File: src/inc/arc_pkg.sv
// Constants and types of the reference timing and pair configuration block
`default_nettype none
package arc_pkg;
	// Setup byte layout
	localparam logic [1:0] ARC_SETUP_ID     = 2'b01;
	localparam int         ARC_ID_HI_BIT    = 7;
	localparam int         ARC_ID_LO_BIT    = 6;
	localparam int         ARC_CLK_HI_BIT   = 5;
	localparam int         ARC_CLK_LO_BIT   = 4;
	localparam int         ARC_REF_HI_BIT   = 3;
	localparam int         ARC_REF_LO_BIT   = 2;
	localparam int         ARC_PAIR_HI_BIT  = 1;
	localparam int         ARC_PAIR_LO_BIT  = 0;
	// Pair register layout: bits 7..4 hold pairs 01, 23, 45, 67
	localparam int         ARC_PAIR_MSB     = 7;
	localparam int         ARC_PAIR_LSB     = 4;
	// Values after reset
	localparam logic [1:0] ARC_CLK_MODE_RST = 2'b10;
	localparam logic [1:0] ARC_REF_MODE_RST = 2'b10;
	localparam logic [1:0] ARC_PAIR_SEL_RST = 2'b00;
	localparam logic [3:0] ARC_PAIR_RST     = 4'h0;
	// Mode codes
	localparam logic [1:0] ARC_CLK_EXT      = 2'b11;
	// Reference delays in conversion clock cycles
	localparam int         ARC_CNT_W        = 8;
	localparam logic [7:0] ARC_WAKE_CYC     = 8'd218;
	localparam logic [7:0] ARC_SETTLE_CYC   = 8'd244;
	localparam logic [7:0] ARC_TEMP_LAT_CYC = 8'd188;

	typedef enum logic {
		ARC_ST_CMD  = 1'b0,
		ARC_ST_DATA = 1'b1
	} arc_cmd_st_t;

	typedef enum logic [1:0] {
		ARC_R_IDLE   = 2'b00,
		ARC_R_WAKE   = 2'b01,
		ARC_R_SETTLE = 2'b10,
		ARC_R_TOUT   = 2'b11
	} arc_ref_st_t;
endpackage
`default_nettype wire

File: src/inc/arc_ser_if.sv
// Serial receiver to core connection
`timescale 1ns/1ps
`default_nettype none
interface arc_ser_if;
	logic       sclk_rise;
	logic       frame_act;
	logic       byte_stb;
	logic [7:0] byte_data;
	modport rx (output sclk_rise, output frame_act, output byte_stb, output byte_data);
	modport core (input sclk_rise, input frame_act, input byte_stb, input byte_data);
endinterface
`default_nettype wire

File: src/rtl/arc_ser_rx.sv
// Serial pin synchroniser and byte assembler
`timescale 1ns/1ps
`default_nettype none
module arc_ser_rx
	import arc_pkg::*;
(
	input  wire logic clk,
	input  wire logic rst_n,
	input  wire logic cs_n,
	input  wire logic sclk,
	input  wire logic sdi,
	arc_ser_if.rx     ser
);
	logic [1:0] cs_sync_q;
	logic [1:0] sclk_sync_q;
	logic [1:0] sdi_sync_q;
	logic       sclk_prev_q;
	logic [2:0] bit_cnt_q, bit_cnt_d;
	logic [7:0] shift_q, shift_d;
	logic       stb_q, stb_d;
	logic [7:0] data_q, data_d;
	logic       rise;
	logic       act;

	// Two-stage synchronisers, plus a delayed copy for edge finding
	always_ff @(posedge clk or negedge rst_n) begin
		if (!rst_n) begin
			cs_sync_q   <= 2'b11;
			sclk_sync_q <= 2'b00;
			sdi_sync_q  <= 2'b00;
			sclk_prev_q <= 1'b0;
		end else begin
			cs_sync_q   <= {cs_sync_q[0], cs_n};
			sclk_sync_q <= {sclk_sync_q[0], sclk};
			sdi_sync_q  <= {sdi_sync_q[0], sdi};
			sclk_prev_q <= sclk_sync_q[1];
		end
	end

	assign rise = sclk_sync_q[1] & ~sclk_prev_q;
	assign act  = ~cs_sync_q[1];

	// Shift in MSB first on each rising edge inside a frame
	always_comb begin
		bit_cnt_d = bit_cnt_q;
		shift_d   = shift_q;
		stb_d     = 1'b0;
		data_d    = data_q;
		if (!act) begin
			bit_cnt_d = 3'd0;
		end else if (rise) begin
			shift_d   = {shift_q[6:0], sdi_sync_q[1]};
			bit_cnt_d = bit_cnt_q + 3'd1;
			if (bit_cnt_q == 3'd7) begin
				stb_d  = 1'b1;
				data_d = {shift_q[6:0], sdi_sync_q[1]};
			end
		end
	end

	always_ff @(posedge clk or negedge rst_n) begin
		if (!rst_n) begin
			bit_cnt_q <= 3'd0;
			shift_q   <= 8'h00;
			stb_q     <= 1'b0;
			data_q    <= 8'h00;
		end else begin
			bit_cnt_q <= bit_cnt_d;
			shift_q   <= shift_d;
			stb_q     <= stb_d;
			data_q    <= data_d;
		end
	end

	assign ser.sclk_rise = rise & act;
	assign ser.frame_act = act;
	assign ser.byte_stb  = stb_q;
	assign ser.byte_data = data_q;
endmodule
`default_nettype wire

File: src/rtl/arc_top.sv
// Setup command decode, pair registers and reference timing
//
// Behaviour
// - Clock mode 11 times reference delays by host serial clock, at most 3.6 MHz.
// - Internal reference modes switch the reference off once a scan finishes.
// - Analog conversion in reference modes 00 and 10 with internal reference off waits 218 clock cycles first.
// - Temperature conversion powers the reference and waits 244 cycles to settle.
// - Temperature result appears 188 cycles after settling; host keeps clocking.
// - Reference modes 01 and 11 leave reference unused for analog conversions and add no wake delay.
// - Reference mode 10 is the reset default and shuts reference after scans.
// - Pair select 00 or 01 expects no data byte, pair registers unchanged.
// - With pair select 00 or 01 the next byte is a new command.
// - Pair select 10 loads the following byte into the unipolar pair register.
// - Pair select 11 loads the following byte into the bipolar pair register.
// - Unipolar bits 7,6,5,4 mark pairs 0/1, 2/3, 4/5, 6/7.
// - Both pair registers reset to zero, all inputs single-ended.
`timescale 1ns/1ps
`default_nettype none
module arc_top
	import arc_pkg::*;
(
	input  wire logic       clk,
	input  wire logic       rst_n,
	input  wire logic       cs_n,
	input  wire logic       sclk,
	input  wire logic       sdi,
	input  wire logic       conv_req,
	input  wire logic       conv_temp,
	input  wire logic       scan_done,
	output logic            clock_mode_sel_hi,
	output logic            clock_mode_sel_lo,
	output logic            ref_mode_sel_hi,
	output logic            ref_mode_sel_lo,
	output logic            pair_reg_sel_hi,
	output logic            pair_reg_sel_lo,
	output logic [7:0]      unipolar_pair_config,
	output logic [7:0]      bipolar_pair_config,
	output logic            pair01_unipolar_diff,
	output logic            pair23_unipolar_diff,
	output logic            pair45_unipolar_diff,
	output logic            pair67_unipolar_diff,
	output logic            int_ref_on,
	output logic            conv_go,
	output logic            temp_out_ready
);
	arc_ser_if ser ();

	arc_ser_rx u_rx (
		.clk   (clk),
		.rst_n (rst_n),
		.cs_n  (cs_n),
		.sclk  (sclk),
		.sdi   (sdi),
		.ser   (ser)
	);

	arc_cmd_st_t          cst_q, cst_d;
	logic [1:0]           clk_mode_q, clk_mode_d;
	logic [1:0]           ref_mode_q, ref_mode_d;
	logic [1:0]           pair_sel_q, pair_sel_d;
	logic [3:0]           uni_q, uni_d;
	logic [3:0]           bip_q, bip_d;
	logic [7:0]           b;
	logic                 is_setup;

	assign b        = ser.byte_data;
	assign is_setup = (b[ARC_ID_HI_BIT:ARC_ID_LO_BIT] == ARC_SETUP_ID);

	// Command byte decode and pair register loading
	always_comb begin
		cst_d      = cst_q;
		clk_mode_d = clk_mode_q;
		ref_mode_d = ref_mode_q;
		pair_sel_d = pair_sel_q;
		uni_d      = uni_q;
		bip_d      = bip_q;
		if (!ser.frame_act) begin
			cst_d = ARC_ST_CMD;
		end else if (ser.byte_stb) begin
			case (cst_q)
				ARC_ST_CMD: begin
					if (is_setup) begin
						clk_mode_d = b[ARC_CLK_HI_BIT:ARC_CLK_LO_BIT];
						ref_mode_d = b[ARC_REF_HI_BIT:ARC_REF_LO_BIT];
						pair_sel_d = b[ARC_PAIR_HI_BIT:ARC_PAIR_LO_BIT];
						// Data byte only for select 1x, else next is a command
						cst_d = b[ARC_PAIR_HI_BIT] ? ARC_ST_DATA : ARC_ST_CMD;
					end
				end
				ARC_ST_DATA: begin
					// Only the upper nibble is kept
					if (pair_sel_q[0]) begin
						bip_d = b[ARC_PAIR_MSB:ARC_PAIR_LSB];
					end else begin
						uni_d = b[ARC_PAIR_MSB:ARC_PAIR_LSB];
					end
					cst_d = ARC_ST_CMD;
				end
				default: cst_d = ARC_ST_CMD;
			endcase
		end
	end

	// Command state and configuration registers
	always_ff @(posedge clk or negedge rst_n) begin
		if (!rst_n) begin
			cst_q      <= ARC_ST_CMD;
			clk_mode_q <= ARC_CLK_MODE_RST;
			ref_mode_q <= ARC_REF_MODE_RST;
			pair_sel_q <= ARC_PAIR_SEL_RST;
			uni_q      <= ARC_PAIR_RST;
			bip_q      <= ARC_PAIR_RST;
		end else begin
			cst_q      <= cst_d;
			clk_mode_q <= clk_mode_d;
			ref_mode_q <= ref_mode_d;
			pair_sel_q <= pair_sel_d;
			uni_q      <= uni_d;
			bip_q      <= bip_d;
		end
	end

	arc_ref_st_t          rst_q, rst_d;
	logic [ARC_CNT_W-1:0] cnt_q, cnt_d;
	logic                 ref_on_q, ref_on_d;
	logic                 go_q, go_d;
	logic                 tready_q, tready_d;
	logic                 tick;
	logic                 int_mode;

	// External clock mode counts serial clock edges, else system clocks
	assign tick     = (clk_mode_q == ARC_CLK_EXT) ? ser.sclk_rise : 1'b1;
	// Codes 00 and 10 use the internal reference for conversions
	assign int_mode = ~ref_mode_q[0];

	// Reference power, wake and temperature timing
	always_comb begin
		rst_d    = rst_q;
		cnt_d    = cnt_q;
		ref_on_d = ref_on_q;
		go_d     = 1'b0;
		tready_d = tready_q;
		case (rst_q)
			ARC_R_IDLE: begin
				if (conv_req) begin
					tready_d = 1'b0;
					cnt_d    = '0;
					if (conv_temp) begin
						ref_on_d = 1'b1;
						rst_d    = ARC_R_SETTLE;
					end else if (int_mode && !ref_on_q) begin
						ref_on_d = 1'b1;
						rst_d    = ARC_R_WAKE;
					end else begin
						go_d = 1'b1;
						if (!int_mode) begin
							ref_on_d = 1'b0;
						end
					end
				end else if (scan_done && int_mode) begin
					ref_on_d = 1'b0;
				end
			end
			ARC_R_WAKE: begin
				if (tick) begin
					if (cnt_q == ARC_WAKE_CYC - 8'd1) begin
						go_d  = 1'b1;
						cnt_d = '0;
						rst_d = ARC_R_IDLE;
					end else begin
						cnt_d = cnt_q + 8'd1;
					end
				end
			end
			ARC_R_SETTLE: begin
				if (tick) begin
					if (cnt_q == ARC_SETTLE_CYC - 8'd1) begin
						cnt_d = '0;
						rst_d = ARC_R_TOUT;
					end else begin
						cnt_d = cnt_q + 8'd1;
					end
				end
			end
			ARC_R_TOUT: begin
				if (tick) begin
					if (cnt_q == ARC_TEMP_LAT_CYC - 8'd1) begin
						tready_d = 1'b1;
						cnt_d    = '0;
						rst_d    = ARC_R_IDLE;
						// External modes need the reference only for temperature
						if (!int_mode) begin
							ref_on_d = 1'b0;
						end
					end else begin
						cnt_d = cnt_q + 8'd1;
					end
				end
			end
			default: rst_d = ARC_R_IDLE;
		endcase
	end

	// Reference timing registers
	always_ff @(posedge clk or negedge rst_n) begin
		if (!rst_n) begin
			rst_q    <= ARC_R_IDLE;
			cnt_q    <= '0;
			ref_on_q <= 1'b0;
			go_q     <= 1'b0;
			tready_q <= 1'b0;
		end else begin
			rst_q    <= rst_d;
			cnt_q    <= cnt_d;
			ref_on_q <= ref_on_d;
			go_q     <= go_d;
			tready_q <= tready_d;
		end
	end

	// Outputs
	assign clock_mode_sel_hi    = clk_mode_q[1];
	assign clock_mode_sel_lo    = clk_mode_q[0];
	assign ref_mode_sel_hi      = ref_mode_q[1];
	assign ref_mode_sel_lo      = ref_mode_q[0];
	assign pair_reg_sel_hi      = pair_sel_q[1];
	assign pair_reg_sel_lo      = pair_sel_q[0];
	assign unipolar_pair_config = {uni_q, 4'h0};
	assign bipolar_pair_config  = {bip_q, 4'h0};
	assign pair01_unipolar_diff = uni_q[3];
	assign pair23_unipolar_diff = uni_q[2];
	assign pair45_unipolar_diff = uni_q[1];
	assign pair67_unipolar_diff = uni_q[0];
	assign int_ref_on           = ref_on_q;
	assign conv_go              = go_q;
	assign temp_out_ready       = tready_q;
endmodule
`default_nettype wire

File: config.mk
export PLATFORM = sky130hd
export DESIGN_NAME = arc_top
export DESIGN_NICKNAME = d
export VERILOG_FILES = /design/src/inc/arc_pkg.sv /design/src/inc/arc_ser_if.sv /design/src/rtl/arc_ser_rx.sv /design/src/rtl/arc_top.sv
export SDC_FILE = /design/constraint.sdc
export NUM_CORES = 1
export LEC_CHECK = 0
export BUFFER_PORTS_ARGS = -buffer_cell sky130_fd_sc_hd__buf_2
export CORE_MARGIN = 4
export CORE_UTILIZATION = 50
export CTS_CLUSTER_DIAMETER = 120
export DETAILED_ROUTE_END_ITERATION = 16
export GPL_TIMING_DRIVEN = 0
export MAX_ROUTING_LAYER = met4
export PLACE_DENSITY_LB_ADDON = 0.15
export SLEW_MARGIN = 20
export SYNTH_ARGS = -nofsm -noshare
export SYNTH_HDL_FRONTEND = slang
export SYNTH_HIERARCHICAL = 1
export SYNTH_SLANG_ARGS = --single-unit
File: constraint.sdc
create_clock -name clk -period 2.2 [get_ports clk]
set_clock_uncertainty 0.15 [all_clocks]
set_input_delay 0.11 -clock clk [delete_from_list [all_inputs] [get_ports clk]]
set_output_delay 0.11 -clock clk [all_outputs]
set_load 0.01 [all_outputs]
==> flow_summary.ini, run 1 <==
[critical_path]
arrival_time_worst_endpoint_ns = 2.12
critical_path_buf_inv_count = 0
crit_path_start = cnt_q[3]$_DFFE_PN0P_
maximum_fanout_along_the_worst_path = 8
critical_path_class = flip-flop to flip-flop
cp_cell_sequence = or3b_4, a211oi_4, mux2i_2, nand2_2, o311ai_1
setup.worst_path.start_class = flip-flop
critical-path-slowest-cell = dfrtp_1
reg2reg_to = cnt_q[6]$_DFFE_PN0P_
crit_family = simple AND/OR/NAND/NOR gates
crit_path_max_incr_delay_ns = 0.47
reg2reg_depth = 5
cp.required_ns = 2.23
register_to_register_setup_slack_ns = 0.10
crit-reg2reg-launch = cnt_q[3]$_DFFE_PN0P_
critical_path_capture_point_type = flip-flop

[clocking]
cts.root.buffer_cell = clkbuf_8
cts.htree.levels = 2
clock_tree_from_tritoncts = done
cts.reportedPaths.clkPinSlew_ns = 0.09
clockBufferDepth = 2
number_of_buffers_created_by_cts = 5
clock_latency_ns = 0.30
cts.sinks = 54

[worst_hold_path]
whs_endpoint = rst_q[1]$_DFFE_PN0P_
worst_hold_path_type = input port to flip-flop
worstHoldStart = conv_req
worst_hold_path.num_cells = 3

[detailed_routing]
routed-via-count = 1620
wl_met2_um = 2066
routedWlPerCell_um = 13.99
dr_wl_met3_um = 114
drt-initial-drc-count = 147
viasPerCell = 5.143
antenna_violating_nets_post_route = 0
detail_route.drc_violations = 0
totalWireLength_um = 4408
highest-signal-layer = met4
detailedRoute.firstPassIterationCount = 4
met1Wirelength_um = 2193

[power_and_ir_drop]
power_per_cell_area_mw_per_mm2 = 616.4
leakage_power_figure_nw = 1.411
seqPwrFrac = 0.609
internal_power_mw = 1.386
pwr-share-clk = 0.323
power.net_switching_uw = 416.3
worst_ir_drop_vdd_mv = 0.4222
power_switching_share = 0.2310
power_mw = 1.802
share_comb_of_total_power = 0.068

[finish]
finalCoreUtilization = 0.6110
most_common_library_cell_in_the_layout_ignoring_fill_and_taps = dfrtp_1
nets = 259
final_area_mm2 = 0.002924
final_layout_size_suffix_gt1_frac = 0.3750
syn_to_final_growth_pct = 16.97
diodes = 0
commonest_cells_after_routing_fill_and_taps_aside = dfrtp_1 (50), buf_2 (27), mux2_2 (20)

[logic_synthesis]
adder_and_majority_cell_fraction_of_the_synthesized_area = 0.02002
post_synthesis_cell_area_mm2 = 0.002500
post_synth_num_cell_types = 48
mean_syn_cell_area_um2 = 12.50
muxShareOfSynthArea = 0.1562
yosys.area_share.xor_xnor = 0.003504
yosys_warnings = 6
synth_top_family_by_area = multiplexers
seq_total_area_yosys = 0.5425
yosys_register_bits = 54
synth_compound_area_frac = 0.09760
post_syn_instances = 200
area_fraction_in_and_or_nand_and_nor_cells_after_synthesis = 0.1196

[sta]
max-slew-margin-rel = 0.5527
finalWorstPathRequiredPeriod_ns = 2.098
hold_slack_ns = 0.05431
max_freq_mhz = 476.6
worst-slew-pin-transition_ns = 0.6685
final.period_utilization = 0.9536
report.final.hold_viol_count = 0
drv_slew = 0
setup_violations = 0
fin_tns_setup_ns = 0

[floorplanning]
ioPinCount = 37
die_height_um = 78.71
initial_utilization = 0.5224
die_area_mm2 = 0.006195
die_width_um = 78.71
rows = 25
core_region_area_mm2 = 0.004786

[grt]
pin_count_of_the_biggest_net_entering_global_routing = 55
grt_antenna_before_repair = 0
first_pass_grt_wire_length_um = 7817
grt.overflow.total = 0
first_global_vias = 1669
globalRouteTotalUtil = 0.1638

[placement]
portBuffers = 28
placement.cell_area_mm2 = 0.002753
dp.final_hpwl_um = 3143
placer_s_final_routability_congestion_estimate = 0.8692

[run]
max-cap-violations = 0

[run_status]
status = completed
==> logic make-up (layout without fill, tap and decap cells) <==
group	after synthesis	count (layout)
AND/OR/NAND/NOR	53	53
XOR/XNOR	1	1
multiplexers	32	32
AO/OA/AOI/OAI	34	34
buffers and inverters	21	62
flip-flops	54	54
adder cells (fa/ha/maj)	4	4
other	1	8
==> per-stage QoR <==
stage	worst slack, ns	instances
4_1_cts	0.03943	315
5_1_grt	-0.003170	315
3_5_place_dp	-0.08442	302
2_1_floorplan	0.2360	207
3_3_place_gp	-0.04609	302
6_report	0.1020	315
==> sequential cells by signal, indices dropped and copies added (netlist names), 3 cells and up <==
| register | flops |
|---|---|
| bip_q | 4 |
| cnt_q | 8 |
| u_rx/shift_q | 7 |
| u_rx/bit_cnt_q | 3 |
| u_rx/ser.byte_data | 8 |
| uni_q | 4 |
==> worst min-delay path: cells and delay by family <==
family          cells  cell delay [ns]
buf+inv             1             0.15
compound gates      2             0.20
==> routing by layer <==
layer	up-vias	global-route usage
met4	0	0.06294
met5	-	-
met3	2	0.02494
met2	27	0.2555
met1	799	0.2183
li1	792	-
==> cell type report <==
| cell class | instances | area [µm²] |
|---|---|---|
| Clock buffer | 6 | 82.58 |
| Sequential cell | 54 | 1356 |
| Tap cell | 67 | 83.83 |
| Multi-Input combinational cell | 132 | 1045 |
| Clock inverter | 2 | 16.27 |
| Buffer | 16 | 128.9 |
| Inverter | 5 | 18.77 |
| Timing Repair Buffer | 33 | 192.7 |
| Fill cell | 417 | 1862 |
==> worst max-delay path by stage <==
stage                                 to  slack, ns  cells past startpoint
global placement    cnt_q[3]$_DFFE_PN0P_      -0.05                      7
finish              cnt_q[6]$_DFFE_PN0P_       0.10                      5
global route        cnt_q[6]$_DFFE_PN0P_     -0.003                      5
detailed placement  cnt_q[4]$_DFFE_PN0P_      -0.08                      7
floorplan           cnt_q[3]$_DFFE_PN0P_       0.24                      7
CTS                 cnt_q[4]$_DFFE_PN0P_       0.04                      7
==> cells in the mapped netlist, drive strengths merged <==
cell,number,area (µm²)
o31a,1,8.760
o21ai,11,58.81
nor4,1,6.260
a22oi,1,7.510
o31ai,7,52.55
nand3b,4,30.03
o21bai,1,7.510
clkbuf,2,7.510
dfstp,4,105.1
nor3b,2,20.02
conb,1,3.750
nor4b,1,8.760
xnor2,1,8.760
a2bb2oi,1,15.01
a21o,1,7.510
and3b,1,8.760
o311ai,2,17.52
nand4b,3,26.28
a21oi,5,25.02
o32ai,1,8.760
ha,4,50.05
o211ai,1,7.510
a211oi,1,20.02
mux2i,3,33.78
nor2,7,26.28
a21boi,1,7.510
nor2b,1,6.260
nor3,5,25.02
nand2,14,55.06
nand4,1,6.260
or3b,1,11.26
inv,5,18.77
and3,2,12.51
dfrtp,50,1251
and2,1,8.760
nand3,7,35.03
nand2b,2,12.51
mux2,29,356.6
buf,14,121.4
==> what timing repair did <==
action	in CTS	in global routing
setup endpoints to repair	4	6
resized for setup	3	2
hold buffers	5	0
hold endpoints to repair	54	0
pin swaps	0	1
buffers inserted	0	0
==> power groups by stage <==
stage                     sequential, mW  combinational [mW]  clock, mW
after floorplan                     1.10              0.0814          0
after global placement              1.12               0.114          0
after detailed placement            1.12               0.117          0
after CTS                           1.10               0.125      0.610
after global routing                1.11               0.140      0.642
final                               1.10               0.123      0.581
No activity file was read; power rests on OpenSTA's default activity.
==> run 2, diff against run 1 <==
--- a/config.mk
+++ b/config.mk
@@ -6,6 +6,7 @@
 export NUM_CORES = 1
 export LEC_CHECK = 0
 export BUFFER_PORTS_ARGS = -buffer_cell sky130_fd_sc_hd__buf_2
+export CORE_ASPECT_RATIO = 1.1
 export CORE_MARGIN = 4
 export CORE_UTILIZATION = 50
 export CTS_CLUSTER_DIAMETER = 120
==> constraint.sdc (replaced) <==
create_clock -name clk -period 2.22 [get_ports clk]
set_clock_uncertainty 0.15 [all_clocks]
set_input_delay 0.111 -clock clk [delete_from_list [all_inputs] [get_ports clk]]
set_output_delay 0.111 -clock clk [all_outputs]
set_load 0.01 [all_outputs]
==> flow_summary.ini, run 2 (synthesis gave the netlist of run 1 again) <==
[power_and_ir_drop]
power_switching_share = 0.2226
internal_power_mw = 1.457
seqPwrFrac = 0.581
worst_ir_drop_vdd_mv = 0.4743
pwr-share-clk = 0.355
leakage_power_figure_nw = 1.417
power.net_switching_uw = 417.3
power_per_cell_area_mw_per_mm2 = 643.5
share_comb_of_total_power = 0.064
power_mw = 1.874

[placement]
dp.final_hpwl_um = 3025
dp_cells = 291
portBuffers = 28
placer_s_final_routability_congestion_estimate = 0.8595

[clocking]
clock_latency_ns = 0.31
cts.reportedPaths.clkPinSlew_ns = 0.09
number_of_buffers_created_by_cts = 5
postCtsSetupBuffers = 0
clockBufferDepth = 2
cts.root.buffer_cell = clkbuf_8
clock_tree_from_tritoncts = done
cts.htree.levels = 2
cts.sinks = 54

[critical_path]
arrival_time_worst_endpoint_ns = 2.12
worst_setup_endpoint = cnt_q[5]$_DFFE_PN0P_
setup.worst_path.start_class = flip-flop
maximum_fanout_along_the_worst_path = 8
register_to_register_setup_slack_ns = 0.13
critical_path_class = flip-flop to flip-flop
crit-reg2reg-launch = cnt_q[3]$_DFFE_PN0P_
reg2reg_to = cnt_q[5]$_DFFE_PN0P_
cp.required_ns = 2.25
critical_path_capture_point_type = flip-flop
reg2reg_depth = 5
crit_path_start = cnt_q[3]$_DFFE_PN0P_

[finish]
commonest_cells_after_routing_fill_and_taps_aside = dfrtp_1 (50), buf_2 (27), mux2_2 (20)
diodes = 0
final-instance-count-excl-fill = 303
syn_to_final_growth_pct = 16.52
finalCoreUtilization = 0.6133
most_common_library_cell_in_the_layout_ignoring_fill_and_taps = dfrtp_1
nets = 258
final_layout_size_suffix_gt1_frac = 0.3725

[floorplanning]
rows = 26
initial_utilization = 0.5263
die_area_mm2 = 0.006197
die_width_um = 75.42
ioPinCount = 37
core_region_area_mm2 = 0.004750
die_height_um = 82.16

[detailed_routing]
totalWireLength_um = 4309
detailedRoute.firstPassIterationCount = 4
detail_route.drc_violations = 0
antenna_violating_nets_post_route = 0
routed-via-count = 1659
routedWlPerCell_um = 14.22
drt-initial-drc-count = 111
viasPerCell = 5.475

[sta]
finalWorstPathRequiredPeriod_ns = 2.088
max-slew-margin-rel = 0.5648
setup_violations = 0
worst-slew-pin-transition_ns = 0.6528
drv_slew = 0
rsz_0062_raised_after_global_routing = no
report.final.hold_viol_count = 0
final.period_utilization = 0.9407
max_freq_mhz = 478.9

[grt]
grt.overflow.total = 0
pin_count_of_the_biggest_net_entering_global_routing = 55
grt_antenna_before_repair = 0
groute.layer.met2.usage = 0.2409
globalRouteTotalUtil = 0.1660
first_pass_grt_wire_length_um = 7583
grt.busiest_layer = met2
grt_util_met3 = 0.03269
grt_use_met1 = 0.2336
first_global_vias = 1585

[run_status]
status = completed

[run]
max-cap-violations = 0

[worst_hold_path]
worst_hold_path_type = input port to flip-flop
## run 2: area by class of cell
class                           instances  area (µm²)
Inverter                                5       18.77
Multi-Input combinational cell        132        1040
Timing Repair Buffer                   32       182.7
Tap cell                               56       70.07
Clock buffer                            5       68.82
Fill cell                             388        1837
Buffer                                 16       128.9
Sequential cell                        54        1356
Clock inverter                          3       47.55
## run 2: what timing repair did
| action | in CTS | in global routing |
|---|---|---|
| endpoints found under the setup margin | 2 | 6 |
| gates resized for setup | 1 | 3 |
| hold buffers | 4 | 0 |
| hold endpoints to repair | 53 | 0 |
## run 2: stage by stage
stage               cell area (µm²)  setup TNS, ns  worst slack (ns)  hold slack [ns]
floorplan                      2526              0            0.2560          -0.3346
global placement               2736      -0.004383         -0.004383          0.06612
detailed placement             2739       -0.03006          -0.03006          0.04252
CTS                            2900              0           0.01509          0.01036
global route                   2913              0           0.01102          0.05338
finish                         2913              0            0.1317          0.02321
## run 2: how the worst min path moves through the flow
stage | startpoint | to | cells after the start
2_1_floorplan | rst_n | bip_q[0]$_DFFE_PN0P_ | 0
3_3_place_gp | cs_n | u_rx/cs_sync_q[0]$_DFF_PN1_ | 1
3_5_place_dp | rst_n | bip_q[2]$_DFFE_PN0P_ | 1
4_1_cts | conv_temp | conv_go$_DFF_PN0_ | 4
5_1_grt | conv_temp | rst_q[1]$_DFFE_PN0P_ | 3
6_report | conv_temp | conv_go$_DFF_PN0_ | 4
## run 2: critical path, stage by stage, from the launching register on
cell and delay [ns]:
dfrtp_1 0.48, or3b_4 0.44, a211oi_4 0.40, mux2i_2 0.18, nand2_2 0.19, o311ai_1 0.13
## run 2: power groups by stage
| stage | registers, mW | clock network [mW] | logic (mW) |
|---|---|---|---|
| CTS | 1.09 | 0.683 | 0.122 |
| finish | 1.09 | 0.666 | 0.120 |
| global route | 1.10 | 0.723 | 0.137 |
| floorplan | 1.09 | 0 | 0.0807 |
| detailed placement | 1.11 | 0 | 0.117 |
| global placement | 1.10 | 0 | 0.113 |
## run 2: metal layers
| metal | routed length [µm] | part of all wire | vias to the layer above |
|---|---|---|---|
| met4 | 64 | 0.015 | 0 |
| met3 | 264 | 0.061 | 6 |
| met5 | 0 | 0 | - |
| met2 | 1864 | 0.43 | 54 |
| li1 | - | - | 793 |
| met1 | 2115 | 0.49 | 806 |
==> run 3, diff against run 2 <==
--- a/config.mk
+++ b/config.mk
@@ -5,6 +5,7 @@
 export SDC_FILE = /design/constraint.sdc
 export NUM_CORES = 1
 export LEC_CHECK = 0
+export ABC_AREA = 1
 export BUFFER_PORTS_ARGS = -buffer_cell sky130_fd_sc_hd__buf_2
 export CORE_ASPECT_RATIO = 1.1
 export CORE_MARGIN = 4
==> flow_summary.ini, run 3 <==
[detailed_routing]
detail_route.drc_violations = 0
viasPerCell = 4.781
detailedRoute.firstPassIterationCount = 4
totalWireLength_um = 4476
antenna_violating_nets_post_route = 0
routedWlPerCell_um = 11.25
routed-via-count = 1903
drt-initial-drc-count = 102

[clocking]
cts.htree.levels = 2
postCtsSetupBuffers = 0
clock_tree_from_tritoncts = done
cts.sinks = 54
number_of_buffers_created_by_cts = 5
cts.reportedPaths.clkPinSlew_ns = 0.10
clock_latency_ns = 0.31
cts.root.buffer_cell = clkbuf_8
clockBufferDepth = 2

[logic_synthesis]
post_synthesis_cell_area_mm2 = 0.002509
synth_top_cells_by_count = nand2_1 (91), dfrtp_1 (50), inv_1 (27)
yosys.cell_count.top_type = nand2_1
mean_syn_cell_area_um2 = 8.562
post_synth_num_cell_types = 27
yosys_register_bits = 54
synth_edf_count = 0
yosys_most_used_dff = dfrtp_1
async_reset_ff_frac = 1.000
post_syn_instances = 293
seq_total_area_yosys = 0.5406
synth.largest_area_cell = dfrtp_1
yosys_warnings = 6
synthDominantCellAreaShare = 0.4988
synth_area_leaders = dfrtp_1 (50%), nand2_1 (14%), dfstp_2 (4.2%)

[floorplanning]
initial_utilization = 0.5282
die_height_um = 82.29
die_width_um = 75.54
rows = 26
ioPinCount = 37
die_area_mm2 = 0.006216
core_region_area_mm2 = 0.004750

[finish]
filler_cell_count = 435
commonest_cells_after_routing_fill_and_taps_aside = nand2_1 (91), dfrtp_1 (50), buf_2 (29)
nets = 353
diodes = 0
final_layout_size_suffix_gt1_frac = 0.2105
final_area_mm2 = 0.002903
most_common_library_cell_in_the_layout_ignoring_fill_and_taps = nand2_1
syn_to_final_growth_pct = 15.71

[power_and_ir_drop]
power.net_switching_uw = 764.7
power_mw = 2.286
leakage_power_figure_nw = 1.584
power_switching_share = 0.3346
share_comb_of_total_power = 0.243
power_per_cell_area_mw_per_mm2 = 787.4
pwr-share-clk = 0.251
seqPwrFrac = 0.506
worst_ir_drop_vdd_mv = 0.5813
internal_power_mw = 1.521

[grt]
first_pass_grt_wire_length_um = 7914
globalRouteTotalUtil = 0.1703
pin_count_of_the_biggest_net_entering_global_routing = 55
first_global_vias = 1823
grt.overflow.total = 0
grt_antenna_before_repair = 0

[critical_path]
critical_path_class = flip-flop to flip-flop
arrival_time_worst_endpoint_ns = 1.91
setup.worst_path.start_class = flip-flop
crit-reg2reg-launch = u_rx/sclk_prev_q$_DFF_PN0_
reg2reg_depth = 10
cp.required_ns = 2.28
reg2reg_to = cnt_q[5]$_DFFE_PN0P_
critical_path_capture_point_type = flip-flop
register_to_register_setup_slack_ns = 0.37
maximum_fanout_along_the_worst_path = 11

[worst_hold_path]
worst_hold_path.num_cells = 7
worst_hold_path_type = input port to flip-flop
whs_endpoint = int_ref_on$_DFFE_PN0P_
worstHoldStart = scan_done

[placement]
placement.cell_area_mm2 = 0.002748
portBuffers = 28
placer_s_final_routability_congestion_estimate = 0.8636
dp.final_hpwl_um = 3320
placement.setup.worst_slack_ns = 0.3663

[sta]
worst-slew-pin-transition_ns = 0.6531
max_freq_mhz = 541.3
setup_violations = 0
postLayoutSetupSlackWorst_ns = 0.3726
final.period_utilization = 0.8322
finalWorstPathRequiredPeriod_ns = 1.847
report.final.hold_viol_count = 0
max-slew-margin-rel = 0.5646
drv_slew = 0
fin_tns_setup_ns = 0
rsz_0062_raised_after_global_routing = no

[run]
max-cap-violations = 0

[run_status]
status = completed
run 3: cell types whose count changed in the layout (fill, tap and decap cells not counted), sizes merged, moves of 4 or more:
| cell | previous run | this run |
|---|---|---|
| nand3 | 7 | 15 |
| nor3 | 5 | 1 |
| nand4 | 1 | 13 |
| nand2 | 14 | 96 |
| o21ai | 11 | 20 |
| o31ai | 7 | 1 |
| inv | 6 | 34 |
| mux2 | 29 | 0 |
| nor2 | 7 | 29 |
| nand3b | 4 | 0 |
run 3: worst max-delay path: stages (launching register included):
cell and delay, ns:
dfrtp_1 0.42, inv_2 0.08, nand2_2 0.08, nor2_4 0.24
inv_1 0.07, nand3_1 0.11, nand2_1 0.09, nand2_2 0.15
nand4_1 0.18, inv_2 0.12, nor2_1 0.05
run 3: per-stage QoR:
stage               hold slack, ns  cells  utilization
floorplan                  -0.3346    300            -
global placement           0.06644    384       0.5780
detailed placement         0.04198    384       0.5785
CTS                         0.1441    398       0.6112
global route                0.2204    398       0.6112
finish                      0.1513    398       0.6112
run 3: how the worst max path moves through the flow:
stage	startpoint	end	slack (ns)	depth (start not counted)
after floorplan	u_rx/cs_sync_q[1]$_DFF_PN1_	pair_sel_q[0]$_DFFE_PN0P_	0.60	8
after global placement	u_rx/sclk_prev_q$_DFF_PN0_	cnt_q[5]$_DFFE_PN0P_	0.37	10
after detailed placement	u_rx/sclk_prev_q$_DFF_PN0_	cnt_q[5]$_DFFE_PN0P_	0.37	10
after CTS	u_rx/sclk_prev_q$_DFF_PN0_	cnt_q[5]$_DFFE_PN0P_	0.35	10
after global routing	u_rx/sclk_prev_q$_DFF_PN0_	cnt_q[6]$_DFFE_PN0P_	0.19	11
final	u_rx/sclk_prev_q$_DFF_PN0_	cnt_q[5]$_DFFE_PN0P_	0.37	10
run 3: cells by family after synthesis:
logic type,after synthesis,share of synthesized area
compound gates,30,0.06734
xor+xnor,3,0.01048
fa+ha+maj,4,0.01995
buf+inv,47,0.08928
flops,54,0.5406
other cells,1,0.001495
simple gates,154,0.2708
run 3: cell type report:
cell class,count,area [µm²],area share
buffer,14,100.1,0.03448
sequential,54,1356,0.4672
clock inverter,1,8.758,0.003017
tap,56,70.07,0.02414
inverter,33,123.9,0.04267
multi-input combinational,199,954.7,0.3289
timing repair buffer,34,202.7,0.06983
clock buffer,7,86.33,0.02974
run 3: layer usage:
layer  global-route usage  vias to the layer above  part of all wire
met2               0.2651                       29              0.47
met4              0.05769                        0             0.015
met1               0.2207                      858              0.47
met5                    -                        -                 0
li1                     -                     1011                 -
met3              0.03753                        5             0.047
run 3: power by group through the flow:
stage / Sequential [mW] / Combinational (mW) / Clock, mW
floorplan: 1.16 / 0.416 / 0
global placement: 1.17 / 0.537 / 0
detailed placement: 1.18 / 0.547 / 0
CTS: 1.16 / 0.558 / 0.597
global route: 1.17 / 0.655 / 0.639
finish: 1.16 / 0.555 / 0.575
run 3: repair_timing:
action	4_1_cts	5_1_grt
hold buffers	6	0
gates resized for setup	0	0
endpoints found under the hold margin	56	0
